`src/ipx_consts.vh`:
```
/*
 * Constants for the interrupt priority and external interrupt 2/3 block:
 * APB byte offsets, field positions, reset values and level codes.
 * Assumes a 32-bit APB bus with word-aligned registers.
 */
//
// Functional notes
// Low priority bit 7 always reads one
// Bit 6 raises counter array priority
// Low bits 5..0 raise six sources one level
// High bits 5..0 give six sources top level
// Control bits 7,3 raise ext3, ext2
// Ext3 requests only when its enable set
// Ext2 requests only when its enable set
// Pending flags set on detect, cleared on service
// Bit 4: ext3 falling edge or low level
// Bit 0: ext2 falling edge or low level
// Top register bits 7,3 give top level
// Two bits form level; higher pre-empts lower
`ifndef IPX_CONSTS_VH
`define IPX_CONSTS_VH

// ==========================================================================
// Register byte offsets
`define IPX_OFS_PRIO_LOW   12'h0B8
`define IPX_OFS_PRIO_HIGH  12'h0B4
`define IPX_OFS_CTRL       12'h0C0
`define IPX_OFS_TOP        12'h0C4
`define IPX_OFS_STATUS     12'h0C8

// ==========================================================================
// Field positions in ext_irq23_control and the low priority register
`define IPX_EXT3_PRIO_BIT  7
`define IPX_EXT3_EN_BIT    6
`define IPX_EXT3_PEND_BIT  5
`define IPX_EXT3_EDGE_BIT  4
`define IPX_EXT2_PRIO_BIT  3
`define IPX_EXT2_EN_BIT    2
`define IPX_EXT2_PEND_BIT  1
`define IPX_EXT2_EDGE_BIT  0
`define IPX_PRIO_LOW_CA    6
`define IPX_PRIO_LOW_UNUSED 7

// ==========================================================================
// Reset values, masks and the no-level code
`define IPX_RST_BYTE       8'h00
`define IPX_TOP_MASK       8'h88
`define IPX_HIGH_MASK      8'h3F
`define IPX_NO_LEVEL       3'h0

`endif

```
`src/ipx_intc.v`:
```
/*
 * Interrupt priority and external interrupt 2/3 controller.
 * Nine sources: ext0, timer0, ext1, timer1, serial, timer2, counter array,
 * ext2, ext3. Each source has a two-bit level, the counter array only 0 or 1;
 * the highest pending enabled request goes to the core, levels at or below
 * the highest one in service are held off until it returns.
 * Assumes: APB master on clock; source requests are same-domain levels;
 * ext_irq2/3 pins are asynchronous; core pulses irq_ack for the granted
 * source and irq_done when its service routine returns.
 */
`include "ipx_consts.vh"
`timescale 1ns/1ps
`default_nettype none

module ipx_intc #(
    parameter NSRC = 9
) (
    // Clock and reset
    input  wire        clock,
    input  wire        rst_n,
    // APB slave
    input  wire        psel,
    input  wire        penable,
    input  wire        pwrite,
    input  wire [11:0] paddr,
    input  wire [31:0] pwdata,
    output reg         pready,
    output reg  [31:0] prdata,
    output reg         pslverr,
    // Internal sources: bit0 ext0, 1 timer0, 2 ext1, 3 timer1, 4 serial,
    // 5 timer2, 6 counter array
    input  wire [6:0]  src_req,
    // External pins, active low
    input  wire        ext_irq2_pin,
    input  wire        ext_irq3_pin,
    // Core side
    input  wire        irq_ack,
    input  wire        irq_done,
    output reg         irq_req,
    output reg  [3:0]  irq_id,
    output reg  [1:0]  irq_level
);

    // ======================================================================
    // Registers and pin synchronisers
    reg  [7:0] prio_low_reg;
    reg  [7:0] prio_high_reg;
    reg  [7:0] ctrl_reg;
    reg  [7:0] top_reg;
    reg  [1:0] sync2_reg;
    reg  [1:0] sync3_reg;
    reg        last2_reg;
    reg        last3_reg;
    // Stack of active levels, bit n set while level n is in service
    reg  [3:0] active_reg;
    reg  [3:0] stack_reg [0:3];
    reg  [1:0] depth_reg;

    wire       pin2 = sync2_reg[1];
    wire       pin3 = sync3_reg[1];

    // ======================================================================
    // Detection of ext2 and ext3
    wire det2 = ctrl_reg[`IPX_EXT2_EDGE_BIT] ? (last2_reg & ~pin2) : ~pin2;
    wire det3 = ctrl_reg[`IPX_EXT3_EDGE_BIT] ? (last3_reg & ~pin3) : ~pin3;

    // ======================================================================
    // Level per source
    function [1:0] lvl;
        input hi;
        input lo;
        begin
            lvl = {hi, lo};
        end
    endfunction

    reg  [1:0] src_lvl [0:NSRC-1];
    reg  [NSRC-1:0] pend;
    integer i;
    always @* begin
        for (i = 0; i < 6; i = i + 1) begin
            src_lvl[i] = lvl(prio_high_reg[i], prio_low_reg[i]);
        end
        src_lvl[6] = lvl(1'b0, prio_low_reg[`IPX_PRIO_LOW_CA]);
        src_lvl[7] = lvl(top_reg[3], ctrl_reg[`IPX_EXT2_PRIO_BIT]);
        src_lvl[8] = lvl(top_reg[7], ctrl_reg[`IPX_EXT3_PRIO_BIT]);
        pend[6:0] = src_req;
        pend[7] = ctrl_reg[`IPX_EXT2_PEND_BIT] & ctrl_reg[`IPX_EXT2_EN_BIT];
        pend[8] = ctrl_reg[`IPX_EXT3_PEND_BIT] & ctrl_reg[`IPX_EXT3_EN_BIT];
    end

    // ======================================================================
    // Arbitration: highest level wins, lowest index breaks ties
    reg  [3:0] win_id;
    reg  [1:0] win_lvl;
    reg        win_any;
    integer j;
    always @* begin
        win_id  = 4'h0;
        win_lvl = 2'h0;
        win_any = 1'b0;
        for (j = NSRC - 1; j >= 0; j = j - 1) begin
            if (pend[j] && (!win_any || src_lvl[j] >= win_lvl)) begin
                win_any = 1'b1;
                win_lvl = src_lvl[j];
                win_id  = j[3:0];
            end
        end
    end

    // Pre-emption: only strictly above every active level
    wire [2:0] cur_lvl = active_reg[3] ? 3'h4 : active_reg[2] ? 3'h3 :
                         active_reg[1] ? 3'h2 : active_reg[0] ? 3'h1 : `IPX_NO_LEVEL;
    wire       grant   = win_any && ({1'b0, win_lvl} + 3'h1 > cur_lvl);

    // ======================================================================
    // APB access
    wire       wr_en   = psel & penable & pwrite;
    wire       ack2    = irq_ack && irq_id == 4'h7;
    wire       ack3    = irq_ack && irq_id == 4'h8;
    reg  [7:0] rd_byte;
    reg        rd_hit;
    always @* begin
        rd_hit  = 1'b1;
        rd_byte = `IPX_RST_BYTE;
        case (paddr)
            `IPX_OFS_PRIO_LOW:  rd_byte = {1'b1, prio_low_reg[6:0]};
            `IPX_OFS_PRIO_HIGH: rd_byte = prio_high_reg;
            `IPX_OFS_CTRL:      rd_byte = ctrl_reg;
            `IPX_OFS_TOP:       rd_byte = top_reg;
            `IPX_OFS_STATUS:    rd_byte = {active_reg, 2'h0, depth_reg};
            default:            rd_hit  = 1'b0;
        endcase
    end

    // ======================================================================
    // Sequential logic
    always @(posedge clock) begin
        if (!rst_n) begin
            prio_low_reg  <= `IPX_RST_BYTE;
            prio_high_reg <= `IPX_RST_BYTE;
            ctrl_reg      <= `IPX_RST_BYTE;
            top_reg       <= `IPX_RST_BYTE;
            sync2_reg     <= 2'h3;
            sync3_reg     <= 2'h3;
            last2_reg     <= 1'b1;
            last3_reg     <= 1'b1;
            active_reg    <= 4'h0;
            depth_reg     <= 2'h0;
            pready        <= 1'b0;
            prdata        <= 32'h0;
            pslverr       <= 1'b0;
            irq_req       <= 1'b0;
            irq_id        <= 4'h0;
            irq_level     <= 2'h0;
        end else begin
            sync2_reg <= {sync2_reg[0], ext_irq2_pin};
            sync3_reg <= {sync3_reg[0], ext_irq3_pin};
            last2_reg <= pin2;
            last3_reg <= pin3;
            // APB answers in the second access cycle, one wait state
            pready  <= psel & penable & ~pready;
            pslverr <= psel & penable & ~pready & ~rd_hit;
            if (psel & penable & ~pready & ~pwrite)
                prdata <= {24'h0, rd_byte};
            // Writes land at the edge where the master samples pready high
            if (wr_en & pready) begin
                case (paddr)
                    `IPX_OFS_PRIO_LOW:  prio_low_reg  <= {1'b0, pwdata[6:0]};
                    `IPX_OFS_PRIO_HIGH: prio_high_reg <= pwdata[7:0] & `IPX_HIGH_MASK;
                    `IPX_OFS_TOP:       top_reg       <= pwdata[7:0] & `IPX_TOP_MASK;
                    `IPX_OFS_CTRL: begin
                        ctrl_reg[7:6] <= pwdata[7:6];
                        ctrl_reg[4:2] <= pwdata[4:2];
                        ctrl_reg[0]   <= pwdata[0];
                    end
                    default: ;
                endcase
            end
            // Pending flags: detection wins over service clear
            if (det2)
                ctrl_reg[`IPX_EXT2_PEND_BIT] <= 1'b1;
            else if (ack2 || (!ctrl_reg[`IPX_EXT2_EDGE_BIT] && pin2))
                ctrl_reg[`IPX_EXT2_PEND_BIT] <= 1'b0;
            if (det3)
                ctrl_reg[`IPX_EXT3_PEND_BIT] <= 1'b1;
            else if (ack3 || (!ctrl_reg[`IPX_EXT3_EDGE_BIT] && pin3))
                ctrl_reg[`IPX_EXT3_PEND_BIT] <= 1'b0;
            // Core request and service nesting
            irq_req   <= grant & ~irq_ack;
            irq_id    <= win_id;
            irq_level <= win_lvl;
            if (irq_ack && irq_req) begin
                active_reg[irq_level] <= 1'b1;
                stack_reg[depth_reg]  <= {2'h0, irq_level};
                depth_reg             <= depth_reg + 2'h1;
            end else if (irq_done && depth_reg != 2'h0) begin
                active_reg[stack_reg[depth_reg - 2'h1][1:0]] <= 1'b0;
                depth_reg <= depth_reg - 2'h1;
            end
        end
    end

endmodule // ipx_intc

`default_nettype wire

```
`config.mk`:
```
export PLATFORM = sky130hd
export DESIGN_NAME = ipx_intc
export DESIGN_NICKNAME = d
export VERILOG_FILES = /design/src/ipx_intc.v
export VERILOG_INCLUDE_DIRS = /design/src /design/src/src
export SDC_FILE = /design/constraint.sdc
export NUM_CORES = 1
export LEC_CHECK = 0
export BUFFER_PORTS_ARGS = -buffer_cell sky130_fd_sc_hd__buf_2
export CAP_MARGIN = 15
export CORE_ASPECT_RATIO = 1.1
export CORE_MARGIN = 3
export CORE_UTILIZATION = 40
export DETAILED_ROUTE_END_ITERATION = 16
export GPL_TIMING_DRIVEN = 0
export SYNTH_ARGS = -nofsm -noshare
export SYNTH_HDL_FRONTEND = slang
export SYNTH_SLANG_ARGS = --single-unit
```
`constraint.sdc`:
```
create_clock -name clock -period 16.8 [get_ports clock]
set_input_delay 1.68 -clock clock [delete_from_list [all_inputs] [get_ports clock]]
set_output_delay 1.68 -clock clock [all_outputs]
set_load 0.01 [all_outputs]
```
; ---- After elaboration in Yosys (flattened, before gate mapping)
; Memories as Yosys holds them, arrays and structs flattened.
; Cells that the tools add are included.
[totals]
out_inout_bits = 41
word_cells = 165
memories = 1
reg_bits = 52
mem_bits_rw = 8
[memory_table]
columns = memory, depth, word_bits, rd, rd_clocked_by_memory_dff, write_ports, line_no
row1 = stack_reg, 4, 2, 1, 0, 1, ipx_intc.v:56  ; reg [3:0] stack_reg [0:3];
[classes]
reduce_logical = 50
addsub = 3
n_eq_ne = 7
bitwise_logic = 21
n_mux = 49
magnitude_cmp = 13
[ops]
columns = cell, count
row1 = $eq 12x8->1 const B, 5
row2 = $pmux 8 s5, 1
row3 = $mux 2, 15
row4 = $mux 1, 23
row5 = $logic_and 1x1->1, 17
row6 = $mux 3, 5
row7 = $ge 2x2->1, 7
row8 = $mux 4, 3
row9 = $and 1x1->1, 11
row10 = $logic_not 1->1, 10
row11 = $logic_or 1x1->1, 10
row12 = $reduce_or 5->1, 2
row13 = $reduce_or 9->1, 1
row14 = $reduce_and 2->1, 4
row15 = $reduce_bool 2->1, 4
row16 = $not 1->1, 7
row17 = $lt 2x3->1 const B, 2
row18 = $and 4x4->4, 1
row19 = $demux 1 s2, 2
row20 = $eq 4x3->1 const B, 1
row21 = $eq 4x4->1 const B, 1
row22 = $ge 2x1->1 const B, 2
row23 = $not 4->4, 1
row24 = $or 4x4->4, 1
row25 = other kinds (7), 7

; ---- Depth between registers and ports, before layout
[depth]
ltp_word = 38
ltp_mapped = 54
mapped_depth_nobuf = 53

; ---- Least setup slack after synthesis
; OpenSTA, ideal clock, no wires.
[synth_path]
path_kind = register -> register
start = register ctrl_reg[6]
end = register irq_req
setup_slack_ps = 6798
synth_period_minus_slack_ps = 10002
setup_ps = 78
path_stages_with_launch = 53
arrival_time_ps = 9924
cell_sequence = dfxtp_1 -> buf_2 -> nand3_1 -> inv_1 -> ha_1 -> nand2b_1 -> a211oi_1 -> o32a_1 -> inv_1 -> ha_1 -> nand2b_1 -> o21ai_1 -> a2111oi_0 -> a21o_1 -> inv_1 -> ha_1 -> nor3b_1 -> a2bb2oi_1 -> [17 not listed] -> inv_1 -> ha_1 -> nand2b_1 -> a21oi_1 -> a21o_1 -> nor2_1 -> a21oi_1 -> ha_1 -> nand2b_1 -> a21oi_1 -> a21bo_1 -> nor2_1 -> a21oi_1 -> o21ai_0 -> ha_1 -> ha_1 -> a311o_1 -> nor3_1
[synth_between]
elab_chain_len = 38
word_cells_on_any_way = 55
cone_classes = 1 x add/sub / 9 x order compare / 18 x mux / 2 x bitwise / 25 x reduce/logical
[synth_lines]
columns = element, line_no
row1 = start: declaration, ipx_intc.v:48  ; reg [7:0] ctrl_reg;
row2 = start signal: assignment, ipx_intc.v:142  ; ctrl_reg <= `IPX_RST_BYTE;
row3 = start signal: assignment, ipx_intc.v:173  ; ctrl_reg[7:6] <= pwdata[7:6];
row4 = $and 1x1->1 (*), ipx_intc.v:89  ; pend[8] = ctrl_reg[`IPX_EXT3_PEND_BIT] & ctrl_reg[`IPX_EXT3_EN_BIT];
row5 = $mux 2 or $mux 1 (tied branches), ipx_intc.v:103  ; if (pend[j] && (!win_any || src_lvl[j] >= win_lvl)) begin
row6 = $ge 2x2->1 or $logic_not 1->1 (tied branches), ipx_intc.v:103
row7 = $logic_or 1x1->1, ipx_intc.v:103
row8 = $logic_and 1x1->1, ipx_intc.v:103
row9 = $mux 2 or $mux 1 (tied branches), ipx_intc.v:103
row10 = $ge 1x2->1 or $logic_not 1->1 (tied branches), ipx_intc.v:103
row11 = $logic_or 1x1->1, ipx_intc.v:103
row12 = [23 not listed], n/a
row13 = $logic_or 1x1->1, ipx_intc.v:103
row14 = $logic_and 1x1->1, ipx_intc.v:103
row15 = $mux 2 (*), ipx_intc.v:103
row16 = named net win_lvl[0], ipx_intc.v:95  ; reg [1:0] win_lvl;
row17 = $add 2x1->3 (*), ipx_intc.v:114  ; wire grant = win_any && ({1'b0, win_lvl} + 3'h1 > cur_lvl);
row18 = $gt 3x3->1 (*), ipx_intc.v:114
row19 = $logic_and 1x1->1 (*), ipx_intc.v:114
row20 = $and 1x1->1 (*), ipx_intc.v:190  ; irq_req <= grant & ~irq_ack;
row21 = end signal: assignment, ipx_intc.v:190
row22 = end: declaration, ipx_intc.v:39  ; output reg irq_req,
; The timed path passes the listed nets; every way through them passes the cells marked *.
; A chain may end at the register's enable or synchronous reset.

; ---- Worst setup path after layout
; Ends and elaborated chain as after synthesis.

==> flow_summary_export.csv <==
group,metric,value,unit
sta,rsz0062_at_grt,"false",
yosys,synth_cells,407,
worst_hold_path,hold_path_class,"reg -> reg",
floorplan,initial_core_util,0.413,
global_route,grt_use_total,0.180,
yosys,synth_commonest_cells,"dfxtp_1, nor2_1, inv_1, buf_4, ha_1",
sta,drv_slew,0,
yosys,synth.top_cell.area_share,0.283,
yosys,yosysWarnings,0,
sta,post-route-period-util,0.688,
floorplan,io_pins,101,
clock_network,cts_hold_buf,0,
worst_setup_path,path_max_fanout,8,
yosys,ys_seq_area_frac,0.348,
worst_setup_path,cp-end-kind,"flip-flop",
worst_setup_path,crit_arrival,11.82,ns
yosys,synth-simple-area-share,0.202,
yosys,ys.flop_type,"dfxtp_1",
global_route,grt_antenna_before_repair,0,
routing,drtIter0Drc,124,
clock_network,cts_root_buffer,"clkbuf_8",
routing,wirelength,9250,µm
run,maxCapViolCount,0,
sta,fin_tns_setup,0,ns
floorplan,num_rows,36,
yosys,synth-seq-cells,60,
clock_network,insertion_delay,0.34,ns
finish,seqCellArea,1280,µm²
power_and_ir_drop,peakVddDrop,0.0499,mV
floorplan,fp.dieW,97.5,µm
routing,drc,0,
clock_network,cts_tree,"built",
global_route,grt_pass1_wl,15000,µm
yosys,yosys.cell_count.top_type,"dfxtp_1",
finish,multiInputGateArea,2150,µm²
clock_network,clk_pin_slew,0.07,ns
power_and_ir_drop,pwr_density_cell,80.1,nW/µm²
sta,setup_viol,0,
finish,drive_gt1_frac,0.235,
floorplan,die_y,107,µm
yosys,post_synth_num_cell_types,64,
routing,post_drt_wl_per_cell,15.1,µm
worst_setup_path,cp_common_cell,"ha_1",
yosys,synthXorXnorAreaFrac,0.00238,
routing,via_per_inst,5.22,
clock_network,htreeDepth,3,
sta,hold_ws,0.409,ns
global_route,overflow,0,
sta,hold_viol,0,
sta,min_period,11.55,ns
yosys,synth_fa_ha_area_frac,0.0782,
finish,nets,576,
sta,final.setup_skew,0.0105,ns
yosys,synth_compound_area_frac,0.199,
worst_setup_path,cp-start-kind,"flip-flop",
yosys,netlist_area,3680,µm²
yosys,synthMuxAreaShare,0.0785,
placed_design,port_buffers,52,
placed_design,dp_hpwl,7360,µm
outcome,status,"completed",
finish,fin_util,0.491,
sta,slew-limit-headroom,0.545,
clock_network,clk_path_buf_depth,2,
worst_setup_path,setup.worst_path.class,"reg -> reg",
worst_setup_path,crit_path_max_incr_delay,0.51,ns
floorplan,die_area,10400,µm²
yosys,synth_top_family_by_area,"simple AND/OR/NAND/NOR gates",
sta,fmax,86.5,MHz
finish,syn2layout_area_growth,19.0,%
routing,detail-route-antenna-nets,0,
routing,vias,3192,
placed_design,gp_congestion,0.883,
clock_network,cts_inserted_buffers,9,
finish,num_antenna_cells,0,
worst_setup_path,crit_slowest_cell,"a2111oi_0",
yosys,synth_area_leader_cell,"dfxtp_1",
finish,nFillCells,877,
yosys,avgSynthCellArea,9.05,µm²
power_and_ir_drop,p_leak,1.78,nW
clock_network,post-cts-setup-buffers,0,
yosys,async_flop_share,0,
clock_network,cts-resized-gates,0,
yosys,synth_edf_count,8,
global_route,grt_pass1_vias,3064,
yosys,synthTopCellsByArea,"dfxtp_1, ha_1, edfxtp_1",
routing,first_pass_iters,5,
clock_network,cts.sinks,60,
worst_setup_path,cp.required,17.06,ns
sta,worst_pin_slew,0.676,ns
global_route,grt_max_degree,11,
floorplan,core_area,8920,µm²
==> cell families (layout without fill, tap and decap cells) <==
logic type               count (synthesis)  count (layout)
flip-flops                              60              60
other                                    1              24
AO/OA/AOI/OAI                          107             107
buffers and inverters                   62             130
AND/OR/NAND/NOR                        127             127
XOR/XNOR                                 1               1
adder cells (fa/ha/maj)                 23              23
multiplexers                            26              26
==> worst paths after layout <==
path | slack [ns] | end | from | cells past startpoint
worst min-delay path | 0.41 | sync2_reg[1] | sync2_reg[0] | 1
worst max-delay path | 5.25 | irq_req | ctrl_reg[6] | 52
worst max register to register | 5.25 | irq_req | ctrl_reg[6] | 52
worst min register to register | 0.41 | sync2_reg[1] | sync2_reg[0] | 1
==> worst max-delay path: cells and delay by family (launching register included) <==
kind | cells | cell delay (ns)
compound gates | 23 | 5.79
buf+inv | 6 | 0.56
flops | 1 | 0.30
fa+ha+maj | 10 | 2.84
simple gates | 13 | 1.97
==> per-layer routing <==
metal  vias to the layer above  track usage  routed length (µm)
met5                         -            0                   0
met2                        65        0.318                4570
li1                       1626            -                   -
met4                         0       0.0623                 103
met1                      1494        0.226                4140
met3                         7       0.0234                 441
==> layout by cell type (no fill, tap or decap), types with 4 or more instances in the layout <==
master    netlist  final
a211oi_1       10     10
a21o_1          5      5
a21oi_1        21     21
a22oi_1        14     14
a31oi_1         8      8
and2_1          7      7
and3_1          4      4
buf_2           4     56
buf_4          24     24
clkbuf_1        5      6
clkbuf_8        0     10
conb_1          1     24
dfxtp_1        52     52
edfxtp_1        8      8
ha_1           23     23
inv_1          25     25
mux2i_1        21     21
nand2_1        12     12
nand2b_1       14     14
nand3_1         8      8
nor2_1         40     40
nor2b_1         5      5
nor3_1          7      7
nor3b_1         6      6
o21ai_0        16     16
==> layout make-up <==
| type | instances | area share |
|---|---|---|
| Multi-Input combinational cell | 308 | 0.491 |
| Sequential cell | 60 | 0.292 |
| Timing Repair Buffer | 52 | 0.0594 |
| Buffer | 35 | 0.0534 |
| Clock buffer | 12 | 0.0380 |
| Tap cell | 114 | 0.0325 |
| Inverter | 27 | 0.0231 |
| Clock inverter | 4 | 0.0103 |
==> where the power goes <==
part | switching [mW] | total (mW) | internal, mW
clock | 0.0549 | 0.136 | 0.0808
sequential | 0.00511 | 0.155 | 0.150
combinational | 0.0338 | 0.0602 | 0.0265
==> through the flow <==
step                cell area (µm²)  setup WS (ns)  std cells  power, mW
finish                         4380           5.25        612      0.351
global route                   4380           4.34        612      0.368
CTS                            4380           5.36        612      0.352
detailed placement             4170           5.38        596      0.219
global placement               4170           5.62        596      0.217
floorplan                      3770           6.80        430      0.200
(Power assumes the default switching activity.)
